### src/pkg/dcff_pkg.sv
// Constants and carrier types for the dual-clock FIFO flag block
package dcff_pkg;
  // Storage depth in words, unit step and half depth
  localparam logic [15:0] DEPTH_W = 16'h0400;
  localparam logic [15:0] ONE_W = 16'h0001;
  localparam logic [15:0] HALF_W = 16'h0200;
  // Offsets after reset (m and n), plain defaults
  localparam logic [15:0] FULL_OFS_RST = 16'h007F;
  localparam logic [15:0] EMPTY_OFS_RST = 16'h007F;
  // Register byte addresses
  localparam logic [7:0] ADR_FULL_OFS = 8'h00;
  localparam logic [7:0] ADR_EMPTY_OFS = 8'h04;
  localparam logic [7:0] ADR_STATUS = 8'h08;
  localparam logic [7:0] ADR_OCC = 8'h0C;
  // Delay stages on the write pointer path toward the read side
  localparam int WP_STAGES = 2;

  // Flag timing chosen at master reset
  typedef enum logic [0:0] {
    TIM_ASYNC = 1'b0,
    TIM_SYNC = 1'b1
  } dcff_timing_t;

  // Wishbone request and response
  typedef struct packed {
    logic cyc;
    logic stb;
    logic we;
    logic [7:0] adr;
    logic [3:0] sel;
    logic [31:0] dat;
  } dcff_wb_req_t;

  typedef struct packed {
    logic [31:0] dat;
    logic ack;
  } dcff_wb_rsp_t;

  // Software-set offsets
  typedef struct packed {
    logic [15:0] full_ofs;
    logic [15:0] empty_ofs;
  } dcff_cfg_t;

  // Status bits as read back, bit 0 is hf_n
  typedef struct packed {
    logic fall_through_mode;
    logic tsync;
    logic ff_n;
    logic ef_n;
    logic af_n;
    logic ae_n;
    logic hf_n;
  } dcff_stat_t;
endpackage : dcff_pkg

### src/rtl/dcff_delay_line.sv
// Register chain that delays a pointer by a fixed number of stages
`timescale 1ns/1ps
module dcff_delay_line #(
  parameter int STAGES = 2
) (
  input wire logic clk_i, // Clock
  input wire logic rst_i, // Sync reset, active high
  input wire logic clr_i, // Pointer clear, active high
  input wire logic [15:0] d_i, // Value to delay
  output logic [STAGES*16-1:0] taps_o // Tap k is d_i delayed k+1 cycles
);
  // Whole state of the chain
  typedef struct packed {
    logic [STAGES-1:0][15:0] st;
  } dcff_dl_state_t;

  dcff_dl_state_t s_q; // Registered stages
  dcff_dl_state_t s_d; // Next stages

  // Shift one stage per clock; clear empties the view
  always_comb begin
    s_d = s_q;
    s_d.st[0] = d_i;
    for (int i = 1; i < STAGES; i++) begin
      s_d.st[i] = s_q.st[i-1];
    end
    if (clr_i) begin
      s_d = '0;
    end
  end

  // State register
  always_ff @(posedge clk_i) begin
    if (rst_i) begin
      s_q <= '0;
    end else begin
      s_q <= s_d;
    end
  end

  // Expose each stage
  for (genvar g = 0; g < STAGES; g++) begin : g_tap
    assign taps_o[g*16 +: 16] = s_q.st[g];
  end
endmodule : dcff_delay_line

### src/rtl/dcff_wb_regs.sv
// Wishbone classic slave holding offsets and showing flag status
`timescale 1ns/1ps
module dcff_wb_regs (
  input wire logic clk_i, // Clock
  input wire logic rst_i, // Sync reset, active high
  input wire dcff_pkg::dcff_wb_req_t req_i, // Bus request
  input wire dcff_pkg::dcff_stat_t stat_i, // Flag status
  input wire logic [15:0] occ_i, // Words held
  output dcff_pkg::dcff_wb_rsp_t rsp_o, // Bus answer
  output dcff_pkg::dcff_cfg_t cfg_o // Offsets to the flag logic
);
  // Whole state of the slave
  typedef struct packed {
    logic ack;
    logic [31:0] dat;
    dcff_pkg::dcff_cfg_t cfg;
  } dcff_wb_state_t;

  dcff_wb_state_t s_q; // Registered state
  dcff_wb_state_t s_d; // Next state
  logic hit; // New access this cycle

  // Decode; one wait state, ack drops the cycle after it is given
  always_comb begin
    s_d = s_q;
    hit = req_i.cyc && req_i.stb && !s_q.ack;
    s_d.ack = hit;
    s_d.dat = '0;
    if (hit) begin
      case (req_i.adr)
        dcff_pkg::ADR_FULL_OFS: begin
          s_d.dat = {16'h0000, s_q.cfg.full_ofs};
          if (req_i.we && req_i.sel[0]) s_d.cfg.full_ofs[7:0] = req_i.dat[7:0];
          if (req_i.we && req_i.sel[1]) s_d.cfg.full_ofs[15:8] = req_i.dat[15:8];
        end
        dcff_pkg::ADR_EMPTY_OFS: begin
          s_d.dat = {16'h0000, s_q.cfg.empty_ofs};
          if (req_i.we && req_i.sel[0]) s_d.cfg.empty_ofs[7:0] = req_i.dat[7:0];
          if (req_i.we && req_i.sel[1]) s_d.cfg.empty_ofs[15:8] = req_i.dat[15:8];
        end
        // Read-only views, writes ignored
        dcff_pkg::ADR_STATUS: s_d.dat = 32'(stat_i);
        dcff_pkg::ADR_OCC: s_d.dat = {16'h0000, occ_i};
        // Unmapped: acked, reads zero
        default: s_d.dat = '0;
      endcase
    end
  end

  // State register
  always_ff @(posedge clk_i) begin
    if (rst_i) begin
      s_q.ack <= 1'b0;
      s_q.dat <= '0;
      s_q.cfg.full_ofs <= dcff_pkg::FULL_OFS_RST;
      s_q.cfg.empty_ofs <= dcff_pkg::EMPTY_OFS_RST;
    end else begin
      s_q <= s_d;
    end
  end

  assign rsp_o.ack = s_q.ack;
  assign rsp_o.dat = s_q.dat;
  assign cfg_o = s_q.cfg;
endmodule : dcff_wb_regs

### src/rtl/dcff_flags.sv
// Status flag generator for a FIFO with standard and fall-through modes
// Contract
// - Standard: full low when full, blocks writes
// - Standard: full after exactly depth writes
// - Fall-through: input-ready high when no space
// - Fall-through: input-ready high after depth+1 writes
// - Input-ready count includes output register word
// - Full path: flag registered on the write edge itself, one register stage
// - Standard: empty low when nothing stored
// - Output-ready low when first word valid
// - Output-ready high only after true final read
// - Empty two stages, output-ready three stages
// - Standard: almost-full at depth minus m
// - Fall-through: almost-full at depth+1 minus m
// - Almost-full timing is the same in both flag timing modes
// - Standard: almost-empty at n or fewer
// - Fall-through: almost-empty at n+1 or fewer
// - Almost-empty timing follows chosen flag mode in standard mode only
// - Half-full set by write, cleared by read
// - Standard: half-full after depth/2+1 writes
// - Fall-through: half-full after depth/2+2 writes
// - Flag timing mode latched at master reset
// - Writes ignored while full
// - Empty clears two cycles after write
`timescale 1ns/1ps
module dcff_flags (
  input wire logic clk_i, // Clock, 40 MHz
  input wire logic rst_i, // Sync reset, active high
  input wire logic wb_cyc_i, // Wishbone cycle
  input wire logic wb_stb_i, // Wishbone strobe
  input wire logic wb_we_i, // Wishbone write
  input wire logic [7:0] wb_adr_i, // Wishbone byte address
  input wire logic [3:0] wb_sel_i, // Wishbone byte lanes
  input wire logic [31:0] wb_dat_i, // Wishbone write data
  output logic [31:0] wb_dat_o, // Wishbone read data
  output logic wb_ack_o, // Wishbone acknowledge
  input wire logic write_en_i, // Write request, active high
  input wire logic read_en_i, // Read request, active high
  input wire logic master_reset_n_i, // Master reset, active low
  input wire logic partial_reset_n_i, // Partial reset, active low
  input wire logic flag_timing_select_i, // Low async, high sync
  input wire logic fall_through_mode_i, // High selects fall-through
  output logic full_flag_n_o, // Full, standard mode
  output logic input_ready_n_o, // Input ready, fall-through mode
  output logic empty_flag_n_o, // Empty, standard mode
  output logic output_ready_n_o, // Output ready, fall-through mode
  output logic almost_full_n_o, // Almost full
  output logic almost_empty_n_o, // Almost empty
  output logic half_full_n_o, // Half full
  output logic write_accept_o, // Write taken this cycle
  output logic read_accept_o // Read taken this cycle
);
  // Whole state of the flag logic
  typedef struct packed {
    logic [15:0] wp; // Words written
    logic [15:0] rp; // Words taken from storage
    logic [15:0] rpo; // Words read out by the user
    logic ov; // Output register holds a word
    logic fall_through_mode; // Latched mode
    dcff_pkg::dcff_timing_t tim; // Latched flag timing
    logic ff_n;
    logic ef_n;
    logic af_n;
    logic ae_n;
    logic hf_n;
  } dcff_state_t;

  dcff_state_t s_q; // Registered state
  dcff_state_t s_d; // Next state
  dcff_pkg::dcff_cfg_t cfg; // Offsets m and n
  dcff_pkg::dcff_stat_t stat; // Status for readback
  dcff_pkg::dcff_wb_req_t wb_req; // Bundled request
  dcff_pkg::dcff_wb_rsp_t wb_rsp; // Bundled answer
  logic [31:0] wp_taps; // Delayed write pointer
  logic [15:0] wp_t0; // One stage late
  logic [15:0] wp_t1; // Two stages late
  logic clr; // Either reset pin low
  logic wr_ok; // Write accepted
  logic rd_ok; // Read accepted
  logic load; // Storage word moves to output register
  logic mem_has; // Read side sees a stored word
  logic [15:0] cap; // Words held when full
  logic [15:0] occ_t; // True occupancy now
  logic [15:0] occ_tn; // True occupancy next
  logic [15:0] occ_rn; // Read-side view next
  logic [15:0] af_thr; // Almost-full level
  logic [15:0] ae_thr; // Almost-empty level
  logic [15:0] hf_thr; // Half-full level

  // Write pointer as the read side sees it
  dcff_delay_line #(
    .STAGES(dcff_pkg::WP_STAGES)
  ) u_wp_line (
    .clk_i(clk_i),
    .rst_i(rst_i),
    .clr_i(clr),
    .d_i(s_q.wp),
    .taps_o(wp_taps)
  );

  assign wp_t0 = wp_taps[15:0];
  assign wp_t1 = wp_taps[31:16];

  // Register bank on the bus
  assign wb_req = '{cyc: wb_cyc_i, stb: wb_stb_i, we: wb_we_i, adr: wb_adr_i,
                    sel: wb_sel_i, dat: wb_dat_i};

  dcff_wb_regs u_regs (
    .clk_i(clk_i),
    .rst_i(rst_i),
    .req_i(wb_req),
    .stat_i(stat),
    .occ_i(occ_t),
    .rsp_o(wb_rsp),
    .cfg_o(cfg)
  );

  assign wb_dat_o = wb_rsp.dat;
  assign wb_ack_o = wb_rsp.ack;

  // Level thresholds, shifted by the output register in fall-through
  always_comb begin
    clr = !master_reset_n_i || !partial_reset_n_i;
    cap = s_q.fall_through_mode ? dcff_pkg::DEPTH_W + dcff_pkg::ONE_W : dcff_pkg::DEPTH_W;
    af_thr = cap - cfg.full_ofs;
    ae_thr = s_q.fall_through_mode ? cfg.empty_ofs + dcff_pkg::ONE_W : cfg.empty_ofs;
    hf_thr = s_q.fall_through_mode ? dcff_pkg::HALF_W + dcff_pkg::ONE_W : dcff_pkg::HALF_W;
    occ_t = s_q.wp - s_q.rpo;
  end

  // Pointer and flag update
  always_comb begin
    s_d = s_q;
    // Flag low means full: further writes dropped
    wr_ok = write_en_i && s_q.ff_n;
    mem_has = (wp_t1 != s_q.rp);
    load = 1'b0;
    if (s_q.fall_through_mode) begin
      // Only a word in the output register can be read
      rd_ok = read_en_i && s_q.ov;
      // Refill the output register without a request
      load = mem_has && (!s_q.ov || rd_ok);
    end else begin
      rd_ok = read_en_i && s_q.ef_n;
    end
    if (wr_ok) s_d.wp = s_q.wp + dcff_pkg::ONE_W;
    if (rd_ok) s_d.rpo = s_q.rpo + dcff_pkg::ONE_W;
    if (s_q.fall_through_mode ? load : rd_ok) s_d.rp = s_q.rp + dcff_pkg::ONE_W;
    if (load) begin
      s_d.ov = 1'b1;
    end else if (rd_ok) begin
      // Last word leaves, old data stays on the outputs
      s_d.ov = 1'b0;
    end
    occ_tn = s_d.wp - s_d.rpo;
    // Write side reads rpo from its own register: one stage, same edge
    s_d.ff_n = !(occ_tn >= cap);
    if (s_q.fall_through_mode) begin
      // Pointer stage, two delay stages, then output register
      s_d.ef_n = !s_d.ov;
    end else begin
      // One delay stage then this flag: two stages
      s_d.ef_n = (wp_t0 != s_d.rp);
    end
    occ_rn = wp_t0 - s_d.rpo;
    if (s_q.tim == dcff_pkg::TIM_SYNC) begin
      // Sync: almost-full and standard almost-empty see their own side's view; fall-through almost-empty sees true occupancy
      s_d.af_n = !(occ_tn >= af_thr);
      s_d.ae_n = s_q.fall_through_mode ? !(occ_tn <= ae_thr) : !(occ_rn <= ae_thr);
    end else begin
      // Async: set by one side, cleared by the other
      s_d.af_n = !(occ_tn >= af_thr);
      s_d.ae_n = !(occ_tn <= ae_thr);
    end
    // Write raises above half, read brings back down
    s_d.hf_n = !(occ_tn > hf_thr);
    if (!master_reset_n_i) begin
      // Modes caught while master reset is held
      s_d.fall_through_mode = fall_through_mode_i;
      s_d.tim = dcff_pkg::dcff_timing_t'(flag_timing_select_i);
    end
    if (clr) begin
      // Empty storage picture
      s_d.wp = '0;
      s_d.rp = '0;
      s_d.rpo = '0;
      s_d.ov = 1'b0;
      s_d.ff_n = 1'b1;
      s_d.ef_n = s_d.fall_through_mode; // Empty in standard, no word ready in fall-through
      s_d.af_n = 1'b1;
      s_d.ae_n = 1'b0;
      s_d.hf_n = 1'b1;
    end
  end

  // State register; modes take constants on bus reset
  always_ff @(posedge clk_i) begin
    if (rst_i) begin
      s_q <= '{wp: '0, rp: '0, rpo: '0, ov: 1'b0, fall_through_mode: 1'b0, tim: dcff_pkg::TIM_ASYNC,
               ff_n: 1'b1, ef_n: 1'b0, af_n: 1'b1, ae_n: 1'b0, hf_n: 1'b1};
    end else begin
      s_q <= s_d;
    end
  end

  // Dual-purpose pins; the unused meaning rests inactive high
  always_comb begin
    full_flag_n_o = s_q.fall_through_mode ? 1'b1 : s_q.ff_n;
    input_ready_n_o = s_q.fall_through_mode ? !s_q.ff_n : 1'b1;
    empty_flag_n_o = s_q.fall_through_mode ? 1'b1 : s_q.ef_n;
    output_ready_n_o = s_q.fall_through_mode ? s_q.ef_n : 1'b1;
    almost_full_n_o = s_q.af_n;
    almost_empty_n_o = s_q.ae_n;
    half_full_n_o = s_q.hf_n;
    write_accept_o = wr_ok && !clr;
    read_accept_o = rd_ok && !clr;
    stat = '{fall_through_mode: s_q.fall_through_mode, tsync: s_q.tim, ff_n: s_q.ff_n, ef_n: s_q.ef_n,
             af_n: s_q.af_n, ae_n: s_q.ae_n, hf_n: s_q.hf_n};
  end

  // Checks on the flag behaviour
  property p_full_level;
    @(posedge clk_i) disable iff (rst_i)
    !s_q.fall_through_mode |-> (s_q.ff_n == (occ_t < dcff_pkg::DEPTH_W));
  endproperty
  a_full_level: assert property (p_full_level) else $error("full flag disagrees with occupancy");

  property p_full_count;
    @(posedge clk_i) disable iff (rst_i || clr)
    (!s_q.fall_through_mode && write_accept_o && !read_accept_o && occ_t == dcff_pkg::DEPTH_W - dcff_pkg::ONE_W)
      |=> !full_flag_n_o;
  endproperty
  a_full_count: assert property (p_full_count) else $error("full missed at depth");

  property p_ir_count;
    @(posedge clk_i) disable iff (rst_i || clr)
    (s_q.fall_through_mode && write_accept_o && !read_accept_o && occ_t == dcff_pkg::DEPTH_W)
      |=> input_ready_n_o;
  endproperty
  a_ir_count: assert property (p_ir_count) else $error("input ready missed at depth+1");

  property p_no_overwrite;
    @(posedge clk_i) disable iff (rst_i)
    (write_en_i && !s_q.ff_n && !clr) |=> $stable(s_q.wp);
  endproperty
  a_no_overwrite: assert property (p_no_overwrite) else $error("write taken while full");

  property p_empty_lat;
    @(posedge clk_i) disable iff (rst_i || clr)
    (!s_q.fall_through_mode && !s_q.ef_n && write_accept_o) |-> ##3 empty_flag_n_o;
  endproperty
  a_empty_lat: assert property (p_empty_lat) else $error("empty not cleared two cycles after write");

  property p_first_word;
    @(posedge clk_i) disable iff (rst_i || clr)
    (s_q.fall_through_mode && occ_t == 16'h0000 && write_accept_o) |-> ##4 !output_ready_n_o;
  endproperty
  a_first_word: assert property (p_first_word) else $error("first word not shown on third edge");

  property p_last_read;
    @(posedge clk_i) disable iff (rst_i || clr)
    (s_q.fall_through_mode && read_accept_o && !mem_has) |=> output_ready_n_o;
  endproperty
  a_last_read: assert property (p_last_read) else $error("output ready stayed low after last read");

  property p_half_set;
    @(posedge clk_i) disable iff (rst_i || clr)
    (write_accept_o && !read_accept_o && occ_t == hf_thr) |=> !half_full_n_o;
  endproperty
  a_half_set: assert property (p_half_set) else $error("half full not set");

  property p_reset_flags;
    @(posedge clk_i) disable iff (rst_i)
    !partial_reset_n_i |=> (s_q.ff_n && (s_q.ef_n == s_q.fall_through_mode) && s_q.af_n && !s_q.ae_n && s_q.hf_n
      && occ_t == 16'h0000);
  endproperty
  a_reset_flags: assert property (p_reset_flags) else $error("reset left flags not empty");

  property p_ae_async;
    @(posedge clk_i) disable iff (rst_i || clr)
    (s_q.tim == dcff_pkg::TIM_ASYNC && !s_q.fall_through_mode && $stable(cfg.empty_ofs))
      |-> (s_q.ae_n == (occ_t > cfg.empty_ofs));
  endproperty
  a_ae_async: assert property (p_ae_async) else $error("almost empty disagrees with occupancy");

  // Input-ready counts the output register word too
  property p_ir_level;
    @(posedge clk_i) disable iff (rst_i)
    s_q.fall_through_mode |-> (input_ready_n_o == (occ_t >= dcff_pkg::DEPTH_W + dcff_pkg::ONE_W));
  endproperty
  a_ir_level: assert property (p_ir_level) else $error("input ready disagrees with occupancy");

  // Lagging pointer view never shows a word that is not there
  property p_empty_level;
    @(posedge clk_i) disable iff (rst_i)
    (!s_q.fall_through_mode && occ_t == 16'h0000) |-> !empty_flag_n_o;
  endproperty
  a_empty_level: assert property (p_empty_level) else $error("empty flag high with nothing stored");

  // No word held, so output ready must rest high
  property p_or_idle;
    @(posedge clk_i) disable iff (rst_i)
    (s_q.fall_through_mode && occ_t == 16'h0000) |-> output_ready_n_o;
  endproperty
  a_or_idle: assert property (p_or_idle) else $error("output ready low with nothing held");

  // Almost-full level once a new offset has settled
  property p_af_level;
    @(posedge clk_i) disable iff (rst_i || clr)
    $stable(cfg.full_ofs) |-> (s_q.af_n == (occ_t < af_thr));
  endproperty
  a_af_level: assert property (p_af_level) else $error("almost full disagrees with occupancy");

  // Half-full boundary in standard mode
  property p_hf_std;
    @(posedge clk_i) disable iff (rst_i)
    !s_q.fall_through_mode |-> (s_q.hf_n == (occ_t <= dcff_pkg::HALF_W));
  endproperty
  a_hf_std: assert property (p_hf_std) else $error("half full wrong in standard mode");

  // Half-full boundary moved up by the output word
  property p_hf_fall_through_mode;
    @(posedge clk_i) disable iff (rst_i)
    s_q.fall_through_mode |-> (s_q.hf_n == (occ_t <= dcff_pkg::HALF_W + dcff_pkg::ONE_W));
  endproperty
  a_hf_fall_through_mode: assert property (p_hf_fall_through_mode) else $error("half full wrong in fall-through mode");

  // A read back down to the half-full level hf_thr clears half-full
  property p_half_clr;
    @(posedge clk_i) disable iff (rst_i || clr)
    (read_accept_o && !write_accept_o && occ_t == hf_thr + dcff_pkg::ONE_W) |=> half_full_n_o;
  endproperty
  a_half_clr: assert property (p_half_clr) else $error("half full not cleared by read");

  // An accepted write moves the pointer by exactly one
  property p_wp_step;
    @(posedge clk_i) disable iff (rst_i || clr)
    write_accept_o |=> (s_q.wp == $past(s_q.wp) + dcff_pkg::ONE_W);
  endproperty
  a_wp_step: assert property (p_wp_step) else $error("write pointer did not step by one");

  // Modes only move while master reset is held
  property p_mode_hold;
    @(posedge clk_i) disable iff (rst_i)
    master_reset_n_i |=> ($stable(s_q.fall_through_mode) && $stable(s_q.tim));
  endproperty
  a_mode_hold: assert property (p_mode_hold) else $error("mode changed outside master reset");
endmodule : dcff_flags

### config.mk
export PLATFORM = sky130hd
export DESIGN_NAME = dcff_flags
export DESIGN_NICKNAME = d
export VERILOG_FILES = /design/src/pkg/dcff_pkg.sv /design/src/rtl/dcff_delay_line.sv /design/src/rtl/dcff_wb_regs.sv /design/src/rtl/dcff_flags.sv
export SDC_FILE = /design/constraint.sdc
export NUM_CORES = 1
export LEC_CHECK = 0
export BUFFER_PORTS_ARGS = -buffer_cell sky130_fd_sc_hd__buf_4
export CAP_MARGIN = 20
export CORE_MARGIN = 3
export CORE_UTILIZATION = 50
export DETAILED_ROUTE_END_ITERATION = 7
export HOLD_SLACK_MARGIN = 0.12
export PLACE_DENSITY = 0.72
export SETUP_SLACK_MARGIN = 0.3
export SKIP_CTS_REPAIR_TIMING = 1
export SLEW_MARGIN = 0
export SYNTH_ARGS = -nofsm -noshare
export SYNTH_HDL_FRONTEND = slang
export SYNTH_SLANG_ARGS = --single-unit
export TNS_END_PERCENT = 30
### constraint.sdc
create_clock -name clk_i -period 10.3 [get_ports clk_i]
set_clock_uncertainty 0.15 [all_clocks]
set_input_delay 1.03 -clock clk_i [delete_from_list [all_inputs] [get_ports clk_i]]
set_output_delay 1.03 -clock clk_i [all_outputs]
set_load 0.05 [all_outputs]
; ---- Word-level counts from Yosys, hierarchy flattened
; Cells that the tools add are included.
[totals]
out_inout_bits = 42
ff_bits = 153
elab_cells = 90
inputBits = 55
[classes]
add_sub_neg = 8
order_cmp = 5
n_reduce_logical = 31
bitwise_logic = 1
n_mux = 21
eq_ne = 5
[op_table]
columns = op, count
row1 = 16-bit by 1-bit adder with 16-bit output (second input constant), 4
row2 = 16-bit 2-to-1 mux, 4
row3 = 16-bit one-hot mux with 4 select lines, 1
row4 = 16-bit subtractor, 3
row5 = 16-bit <= comparator, 2
row6 = 16-bit != test, 2
row7 = 8-bit by 4-bit == test with 1-bit output (second input constant), 2
row8 = 16-bit by 11-bit greater-or-equal comparator with 1-bit output, 1
row9 = 16-bit greater-or-equal comparator, 1
row10 = 16-bit by 10-bit greater-than comparator with 1-bit output, 1
row11 = 11-bit by 16-bit subtractor with 16-bit output, 1
row12 = 1-bit 2-to-1 mux, 14
row13 = 1-bit zero test, 12
row14 = 3-bit AND reduction, 4
row15 = 1-bit logical AND, 10
row16 = 8-bit by 3-bit == test with 1-bit output (second input constant), 1
row17 = 8-bit zero test, 1
row18 = 4-bit 2-to-1 mux, 1
row19 = 2-bit OR reduction, 2
row20 = 1-bit logical OR, 2
row21 = 2-bit 2-to-1 mux, 1
row22 = 1-bit NOT, 1

; ---- Logic depth before layout (Yosys ltp)
; Gate-level depths: netlist of the first run.
[depth]
word_depth = 9
ltp_mapped = 22
mapped_depth_nobuf = 22

; ---- Modules after synthesis
; A second synthesis of the first run with hierarchy kept.
[hier_totals]
cells_unflattened = 1147
hier_area_um2 = 10110.9
[modules_own_cells]
columns = module, cells_each, area_per_inst_um2, n_inst, seq_area_each_um2
row1 = dcff_flags, 863, 6718.9, 1, 1121.1
row2 = dcff_wb_regs, 214, 2293.4, 1, 980.9
row3 = dcff_delay_line, 70, 1098.6, 1, 640.6

; ---- Worst setup path after synthesis of the first run
; Ideal clock, no wire load.
[synth_timing]
kind = input-to-reg
startpoint = input read_en_i
endpoint = register s_q, in the netlist almost_empty_n_o
setup_time_ps = 117
t_required_ps = 10033
arrival_time_ps = 4974
path_buffers = 2
slack_ps = 5058
cell_stages = 17
cell_sequence = buf_2 nand3_1 nor4_4 xnor2_1 clkbuf_1 ha_1 a21oi_1 nor2_1 o21a_1 or3_1 o221ai_4 mux2i_1 nand4_1 ha_1 nand3_1 or4_1 a32o_1
[synth_between]
elab_chain_cells = 8
elab_cells_between_ends = 12
classes_between = add/sub (2) / order compare (2) / mux (4) / reduce/logical (4)
[synth_lines]
columns = item, line_no
row1 = "start, declared", dcff_flags.sv:38  ; input wire logic read_en_i,
row2 = "1-bit logical AND, on equally long branches", "dcff_flags.sv:144, dcff_flags.sv:140"
row3 = 1-bit 2-to-1 mux *, dcff_flags.sv:138  ; if (s_q.fall_through_mode) begin
row4 = 16-bit 2-to-1 mux *, dcff_flags.sv:147  ; if (rd_ok) s_d.rpo = s_q.rpo + dcff_pkg::ONE_W;
row5 = "16-bit subtractor, on equally long branches", "dcff_flags.sv:165, dcff_flags.sv:155"
row6 = "16-bit <= comparator, on equally long branches", "dcff_flags.sv:169, dcff_flags.sv:173"
row7 = "1-bit zero test, on equally long branches", "dcff_flags.sv:169, dcff_flags.sv:173"
row8 = 1-bit 2-to-1 mux, dcff_flags.sv:169  ; s_d.ae_n = s_q.fall_through_mode ? !(occ_tn <= ae_thr) : !(occ_rn <= ae_thr);
row9 = 1-bit 2-to-1 mux *, dcff_flags.sv:166  ; if (s_q.tim == dcff_pkg::TIM_SYNC) begin
row10 = "end signal, assigned", dcff_flags.sv:199  ; s_q <= '{wp: '0, rp: '0, rpo: '0, ov: 1'b0, fall_through_mode: 1'b0, tim: dcff_pkg::TIM_ASYNC,
row11 = "end, declared", dcff_flags.sv:68  ; dcff_state_t s_q;
; Every way passes the cells marked *; elsewhere a longest branch is shown, timed or not.
; A chain may end at the register's enable or synchronous reset.

; ---- Worst setup path in the final report of the first run
[layout_timing]
startpoint = register s_q[6] (netlist name)
endpoint = register s_q, in the netlist almost_empty_n_o
[layout_between]
elab_chain_cells = 7
elab_cells_between_ends = 11
classes_between = add/sub (2) / order compare (2) / mux (5) / reduce/logical (2)
[layout_lines]
columns = item, line_no
row1 = 1-bit 2-to-1 mux, dcff_flags.sv:138
row2 = 16-bit 2-to-1 mux, dcff_flags.sv:147
row3 = "16-bit subtractor, on equally long branches", "dcff_flags.sv:165, dcff_flags.sv:155"
row4 = "16-bit <= comparator, on equally long branches", "dcff_flags.sv:169, dcff_flags.sv:173"
row5 = "1-bit zero test, on equally long branches", "dcff_flags.sv:169, dcff_flags.sv:173"
row6 = 1-bit 2-to-1 mux, dcff_flags.sv:169
row7 = 1-bit 2-to-1 mux *, dcff_flags.sv:166
; Marks and branches as above.

==> impl_metrics.json, run 1 <==
{
  "grt_pass1_vias": 7958,
  "reg2reg_from": "s_q[6]",
  "yosys_most_used_dff": "dfxtp_1",
  "place_inst": 1444,
  "fp.dieW_um": 146,
  "slew_viol_final": 0,
  "synth_xor_area_share_pct": 15.0,
  "port_buffers": 62,
  "cts_buffer_depth": 2,
  "drt-initial-drc-count": 509,
  "syn_area_per_cell_um2": 8.43,
  "critPathCaptureType": "flop",
  "min_from": "u_regs.rsp_o[0]",
  "ys_warn_count": 0,
  "cts_tree": "built",
  "fin_crit_sh_pct": 56.0,
  "dpl.hpwl_um": 19200,
  "power.density_nw_per_um2": 112,
  "required_ns": 10.47,
  "cts_root_buf": "clkbuf_16",
  "first_pass_iters": 6,
  "synth_edf_count": 0,
  "place.gp.congestion": 0.890,
  "fin_setup_tns_ns": 0,
  "grt_use_met1_pct": 30.0,
  "min_period_ns": 5.77,
  "ant_nets": 0,
  "synth_top_family_by_area": "simple AND/OR/NAND/NOR gates",
  "finalHoldViolCount": 0,
  "leakage_nw": 4.38,
  "ctsHtreeMaxLevel": 4,
  "hold_class": "flop to flop",
  "ys_seq_elements": 137,
  "synthAdderAreaFrac_pct": 11.8,
  "vias": 8275,
  "synth-simple-area-share_pct": 22.2,
  "nets": 1344,
  "grt_pass1_wl_um": 39700,
  "antenna_cells": 0,
  "status": "finished clean",
  "place_area_um2": 10400,
  "grt_usage_pct": 23.0,
  "grt_overflow": 0,
  "rows": 50,
  "ir_drop_uv": 156,
  "clk_pin_slew_ns": 0.06,
  "worst_r2r_endpoint": "almost_empty_n_o",
  "chipHeight_um": 146,
  "drc": 0,
  "cp.arrival_ns": 5.94,
  "startpoint_type": "flop",
  "num-fill-cells": 1696,
  "fin_area_um2": 10900,
  "die_area_um2": 21200,
  "netlist_instances": 1156,
  "cts-buffers-inserted": 17,
  "synth_compound_area_share_pct": 14.2,
  "grtUsageMet3_pct": 3.52,
  "hold_depth": 1,
  "critical_path_class": "flop to flop",
  "r2r_cells": 21,
  "cts_sinks": 137,
  "cp_max_fo": 22,
  "layout-drive-gt1-share_pct": 9.70,
  "regToRegSetupSlack_ns": 4.53,
  "busiest_layer": "met2",
  "antenna_found_initial": 0,
  "async_flop_share_pct": 0,
  "grt_max_degree": 54,
  "setup_viol": 0,
  "pin_count": 97,
  "worstMarginPinSlew_ns": 0.984,
  "core_um2": 19000,
  "maxCapViolations": 0,
  "seqCellArea_um2": 2740,
  "syn2layout_area_growth_pct": 12.0,
  "synth_cell_types": 74,
  "syn_area_um2": 9750,
  "finalWirelength_um": 24600,
  "vias_per_cell": 5.61,
  "fmax_ghz": 0.173,
  "relSlewSlack_pct": 33.9,
  "clock_latency_ns": 0.43,
  "initial_core_util_pct": 51.4,
  "synth.area.mux_share_pct": 3.77,
  "fin_cells": 1476,
  "wire_per_inst_um": 16.7,
  "met2_usage_pct": 39.0,
  "hold_end": "u_regs.rsp_o[0]",
  "rsz0062_at_grt": "false",
  "multi_input_area_um2": 6590,
  "seq_area_frac_synth_pct": 28.1
}
[where the power goes]
group	switching (W)	leakage, nW	internal, W
Sequential	0.00000193	1.10	0.000531
Combinational	0.0000679	3.00	0.0000427
Clock	0.000247	0.269	0.000335
Total	0.000317	4.38	0.000909
[cell families (layout without fill, tap and decap cells)]
group | after synthesis | in the layout
AO/OA/AOI/OAI | 195 | 195
XOR/XNOR | 164 | 164
adder cells (fa/ha/maj) | 91 | 91
buffers and inverters | 110 | 155
flip-flops | 137 | 137
multiplexers | 34 | 34
other | 1 | 16
AND/OR/NAND/NOR | 424 | 424
[critical path: stages (launching register included)]
cell	delay, ns
dfxtp_1	0.30
buf_4	0.28
mux2_2	0.41
nand2_1	0.14
mux2i_1	0.37
inv_1	0.16
fa_1	0.47
inv_1	0.08
a21oi_1	0.08
a311oi_1	0.39
o221ai_1	0.20
a221oi_1	0.51
o21ai_0	0.17
nand2b_1	0.11
xor2_1	0.30
inv_1	0.12
ha_1	0.32
nand4_1	0.09
nor2_1	0.13
nand4_1	0.17
or4_1	0.43
a32o_1	0.27
[layer usage]
layer | share of wire (%) | wire length (um) | up-vias
met5 | 0 | 0 | -
met4 | 2.3 | 555 | 0
met3 | 4.3 | 1060 | 35
met2 | 47 | 11600 | 196
met1 | 46 | 11400 | 3877
li1 | - | - | 4167
[final cells by class]
type / count / area share (%)
Clock buffer: 20 / 4.00
Clock inverter: 12 / 1.08
Inverter: 55 / 1.89
Multi-Input combinational cell: 924 / 60.3
Sequential cell: 137 / 25.1
Tap cell: 260 / 2.98
Timing Repair Buffer: 68 / 4.67
[flip-flops by register name, summed over array words and instances (netlist names)]
| signal | count |
|---|---|
| almost_empty_n_o | 1 |
| almost_full_n_o | 1 |
| half_full_n_o | 1 |
| s_q | 53 |
| u_regs.cfg_o | 32 |
| u_regs.rsp_o | 17 |
| u_wp_line.taps_o | 32 |
[how the worst max path moves through the flow]
stage                          from                to  slack, ns  cells after the start
final                        s_q[6]  almost_empty_n_o       4.53                     21
after floorplan           read_en_i  almost_empty_n_o       5.06                     17
after detailed placement  read_en_i  almost_empty_n_o       4.42                     20
after global routing         s_q[6]  almost_empty_n_o       4.20                     21
after global placement    read_en_i  almost_empty_n_o       4.41                     20
after CTS                    s_q[6]  almost_empty_n_o       4.57                     21
[through the flow]
stage | hold slack (ns) | worst slack, ns | util, % | total power [W]
3_5_place_dp | 0.326 | 4.42 | 54.7 | 0.000655
4_1_cts | 0.334 | 4.57 | 57.6 | 0.00123
6_report | 0.337 | 4.53 | 57.6 | 0.00123
2_1_floorplan | 0.299 | 5.06 | - | 0.000626
5_1_grt | 0.359 | 4.20 | 57.6 | 0.00126
3_3_place_gp | 0.315 | 4.41 | 54.7 | 0.000653
[cells in the mapped netlist (4+ instances only)]
| library cell | number | share of area, % |
|---|---|---|
| dfxtp_1 | 137 | 28 |
| nor2_1 | 136 | 5.2 |
| xnor2_1 | 116 | 10 |
| ha_1 | 83 | 11 |
| nand2_1 | 62 | 2.4 |
| inv_1 | 55 | 2.1 |
| xor2_1 | 45 | 4.0 |
| a21oi_1 | 37 | 1.9 |
| and2_1 | 36 | 2.3 |
| nand3_1 | 33 | 1.7 |
| o21ai_0 | 33 | 1.7 |
| clkbuf_1 | 30 | 1.2 |
| mux2i_1 | 30 | 3.1 |
| nand4_1 | 28 | 1.8 |
| nor2b_1 | 27 | 1.7 |
| nor3_1 | 27 | 1.4 |
| a211o_1 | 18 | 1.6 |
| buf_4 | 17 | 1.3 |
| a21o_1 | 16 | 1.2 |
| and3_1 | 14 | 0.90 |
| nor4_1 | 12 | 0.77 |
| nand2b_1 | 11 | 0.71 |
| a222oi_1 | 9 | 0.92 |
| a31oi_1 | 8 | 0.51 |
| o21a_1 | 8 | 0.62 |
| a211oi_1 | 7 | 0.54 |
| a22oi_1 | 7 | 0.54 |
| buf_1 | 7 | 0.27 |
| or4_1 | 7 | 0.54 |
| a221oi_1 | 6 | 0.54 |
| o31ai_1 | 6 | 0.46 |
| and4_1 | 5 | 0.45 |
| nor3b_1 | 5 | 0.39 |
| or3_1 | 5 | 0.32 |
| maj3_1 | 4 | 0.41 |
| o2111ai_1 | 4 | 0.36 |
| o211ai_1 | 4 | 0.31 |
| o21bai_1 | 4 | 0.31 |
| o221ai_1 | 4 | 0.36 |
| or2_2 | 4 | 0.26 |
[placed cells by master, fill, tap and decap left out, types with 30 or more instances in the layout]
cell type	count
inv_1	55
buf_4	68
mux2i_1	30
dfxtp_1	137
ha_1	83
and2_1	36
nand3_1	33
nand2_1	62
o21ai_0	33
xnor2_1	116
nor2_1	136
a21oi_1	37
xor2_1	45
(Power assumes the default switching activity.)
==> inputs of run 2 (changes only) <==
==> constraint.sdc (replaced) <==
create_clock -name clk_i -period 5.7 [get_ports clk_i]
set_clock_uncertainty 0.15 [all_clocks]
set_input_delay 0.57 -clock clk_i [delete_from_list [all_inputs] [get_ports clk_i]]
set_output_delay 0.57 -clock clk_i [all_outputs]
set_load 0.05 [all_outputs]
==> impl_metrics.json, run 2 (synthesis gave the netlist of run 1 again) <==
{
  "setup_viol": 0,
  "power.density_nw_per_um2": 214,
  "critical_path_class": "flop to flop",
  "cts_root_buf": "clkbuf_16",
  "cts_sinks": 137,
  "cts_buffer_depth": 2,
  "clock_latency_ns": 0.43,
  "startpoint_type": "flop",
  "worst_r2r_endpoint": "almost_empty_n_o",
  "pin_count": 97,
  "syn2layout_area_growth_pct": 14.1,
  "critPathCaptureType": "flop",
  "grt_use_met1_pct": 31.6,
  "vias_per_cell": 5.71,
  "die_area_um2": 21200,
  "ant_nets": 0,
  "largest_register_ff_count": 53,
  "hold_class": "input pin to flop",
  "slowest_delay_ns": 0.53,
  "cp_max_fo": 4,
  "min_period_ns": 5.11,
  "clk_pin_slew_ns": 0.07,
  "rows": 50,
  "chipHeight_um": 146,
  "dpl.hpwl_um": 19800,
  "status": "finished clean",
  "ir_drop_uv": 259,
  "fmax_ghz": 0.196,
  "core_um2": 19000,
  "busiest_layer": "met2",
  "relSlewSlack_pct": 46.4,
  "antenna_cells": 0,
  "fin_cells": 1481,
  "grt_pass1_vias": 8215,
  "regToRegSetupSlack_ns": 0.59,
  "maxCapViolations": 0,
  "first_pass_iters": 6,
  "min_from": "wb_dat_i[0]",
  "hold_depth": 2,
  "cp.arrival_ns": 5.28,
  "hold_end": "u_regs.cfg_o[0]",
  "grt_max_degree": 40,
  "finalWirelength_um": 25700,
  "ctsHtreeMaxLevel": 4,
  "required_ns": 5.87,
  "reg2reg_from": "s_q[6]",
  "r2r_cells": 20,
  "grtUsageMet3_pct": 3.74,
  "place_inst": 1449,
  "regMostFlops": "s_q",
  "num-fill-cells": 1719,
  "fp.dieW_um": 146,
  "cts_tree": "built",
  "cpMaxStageDelayCell": "or4_1",
  "drt-initial-drc-count": 585,
  "wire_per_inst_um": 17.4,
  "cts-buffers-inserted": 17,
  "finalHoldViolCount": 0,
  "fin_crit_sh_pct": 89.6,
  "vias": 8451,
  "initial_core_util_pct": 51.4,
  "slew_viol_final": 0,
  "crit_buf_inv": 0,
  "fin_setup_tns_ns": 0,
  "met2_usage_pct": 40.8,
  "nets": 1349,
  "rsz0062_at_grt": "false",
  "worstMarginPinSlew_ns": 0.798,
  "cpLargestDelayFamily": "simple AND/OR/NAND/NOR gates",
  "place.gp.congestion": 0.893,
  "seqCellArea_um2": 2740,
  "port_buffers": 62,
  "antenna_found_initial": 0,
  "final_cell_mix": "nor2_1, dfxtp_1, xnor2_1, ha_1, buf_4",
  "grt_overflow": 0,
  "grt_usage_pct": 24.2,
  "drc": 0,
  "grt_pass1_wl_um": 41700,
  "layout-drive-gt1-share_pct": 11.4,
  "path_cells": "mux2_2, nand2_2, mux2i_4, ha_1, nor2b_1, o21ai_0, a21oi_2, o2111ai_2, and4_1, or4_1, maj3_1, a221oi_2, or3_1, a21oi_1, xnor2_1, ha_1, nand2_1, nor3_1, a21oi_1, a32o_1",
  "multi_input_area_um2": 6670,
  "leakage_nw": 4.46
}
[run 2: cell count changes in the layout (fill, tap and decap cells not counted), sizes merged]
| cell | previous run | this run |
|---|---|---|
| buf | 68 | 73 |
| bufinv | 1 | 4 |
| clkinvlp | 1 | 0 |
| clkbuf | 20 | 18 |
| inv | 58 | 61 |
| clkinv | 7 | 4 |
[run 2: area by class of cell]
| cell class | count | area share (%) |
|---|---|---|
| clock inverter | 14 | 1.88 |
| timing repair buffer | 73 | 4.92 |
| inverter | 55 | 1.86 |
| sequential | 137 | 24.7 |
| multi-input combinational | 924 | 59.9 |
| clock buffer | 18 | 3.86 |
| tap | 260 | 2.92 |
[run 2: worst max path at each step]
stage	startpoint	endpoint	slack, ns	depth (start not counted)
floorplan	s_q[6]	almost_empty_n_o	0.90	18
global placement	s_q[6]	almost_empty_n_o	0.41	19
detailed placement	s_q[6]	almost_empty_n_o	0.32	19
CTS	s_q[6]	almost_empty_n_o	0.30	19
global route	s_q[6]	almost_empty_n_o	0.26	19
finish	s_q[6]	almost_empty_n_o	0.59	20
[run 2: routing by layer]
| metal | wire length [um] | vias to the layer above |
|---|---|---|
| li1 | - | 4166 |
| met1 | 11500 | 4018 |
| met2 | 12300 | 221 |
| met3 | 1260 | 46 |
| met4 | 746 | 0 |
| met5 | 0 | - |
[run 2: metrics by stage]
step	hold slack [ns]	power (W)	worst slack [ns]	utilization [%]	area, um2
after global routing	0.190	0.00247	0.256	58.7	11100
final	0.198	0.00238	0.593	58.7	11100
after floorplan	0.299	0.00113	0.899	-	9810
after CTS	0.188	0.00240	0.305	58.3	11000
after global placement	0.315	0.00118	0.412	54.9	10400
after detailed placement	0.316	0.00119	0.322	54.9	10400
[run 2: report_power, final]
group          switching [W]  total (W)  internal [W]
clock network       0.000468    0.00121      0.000745
logic               0.000126   0.000206     0.0000794
registers         0.00000332   0.000963      0.000960
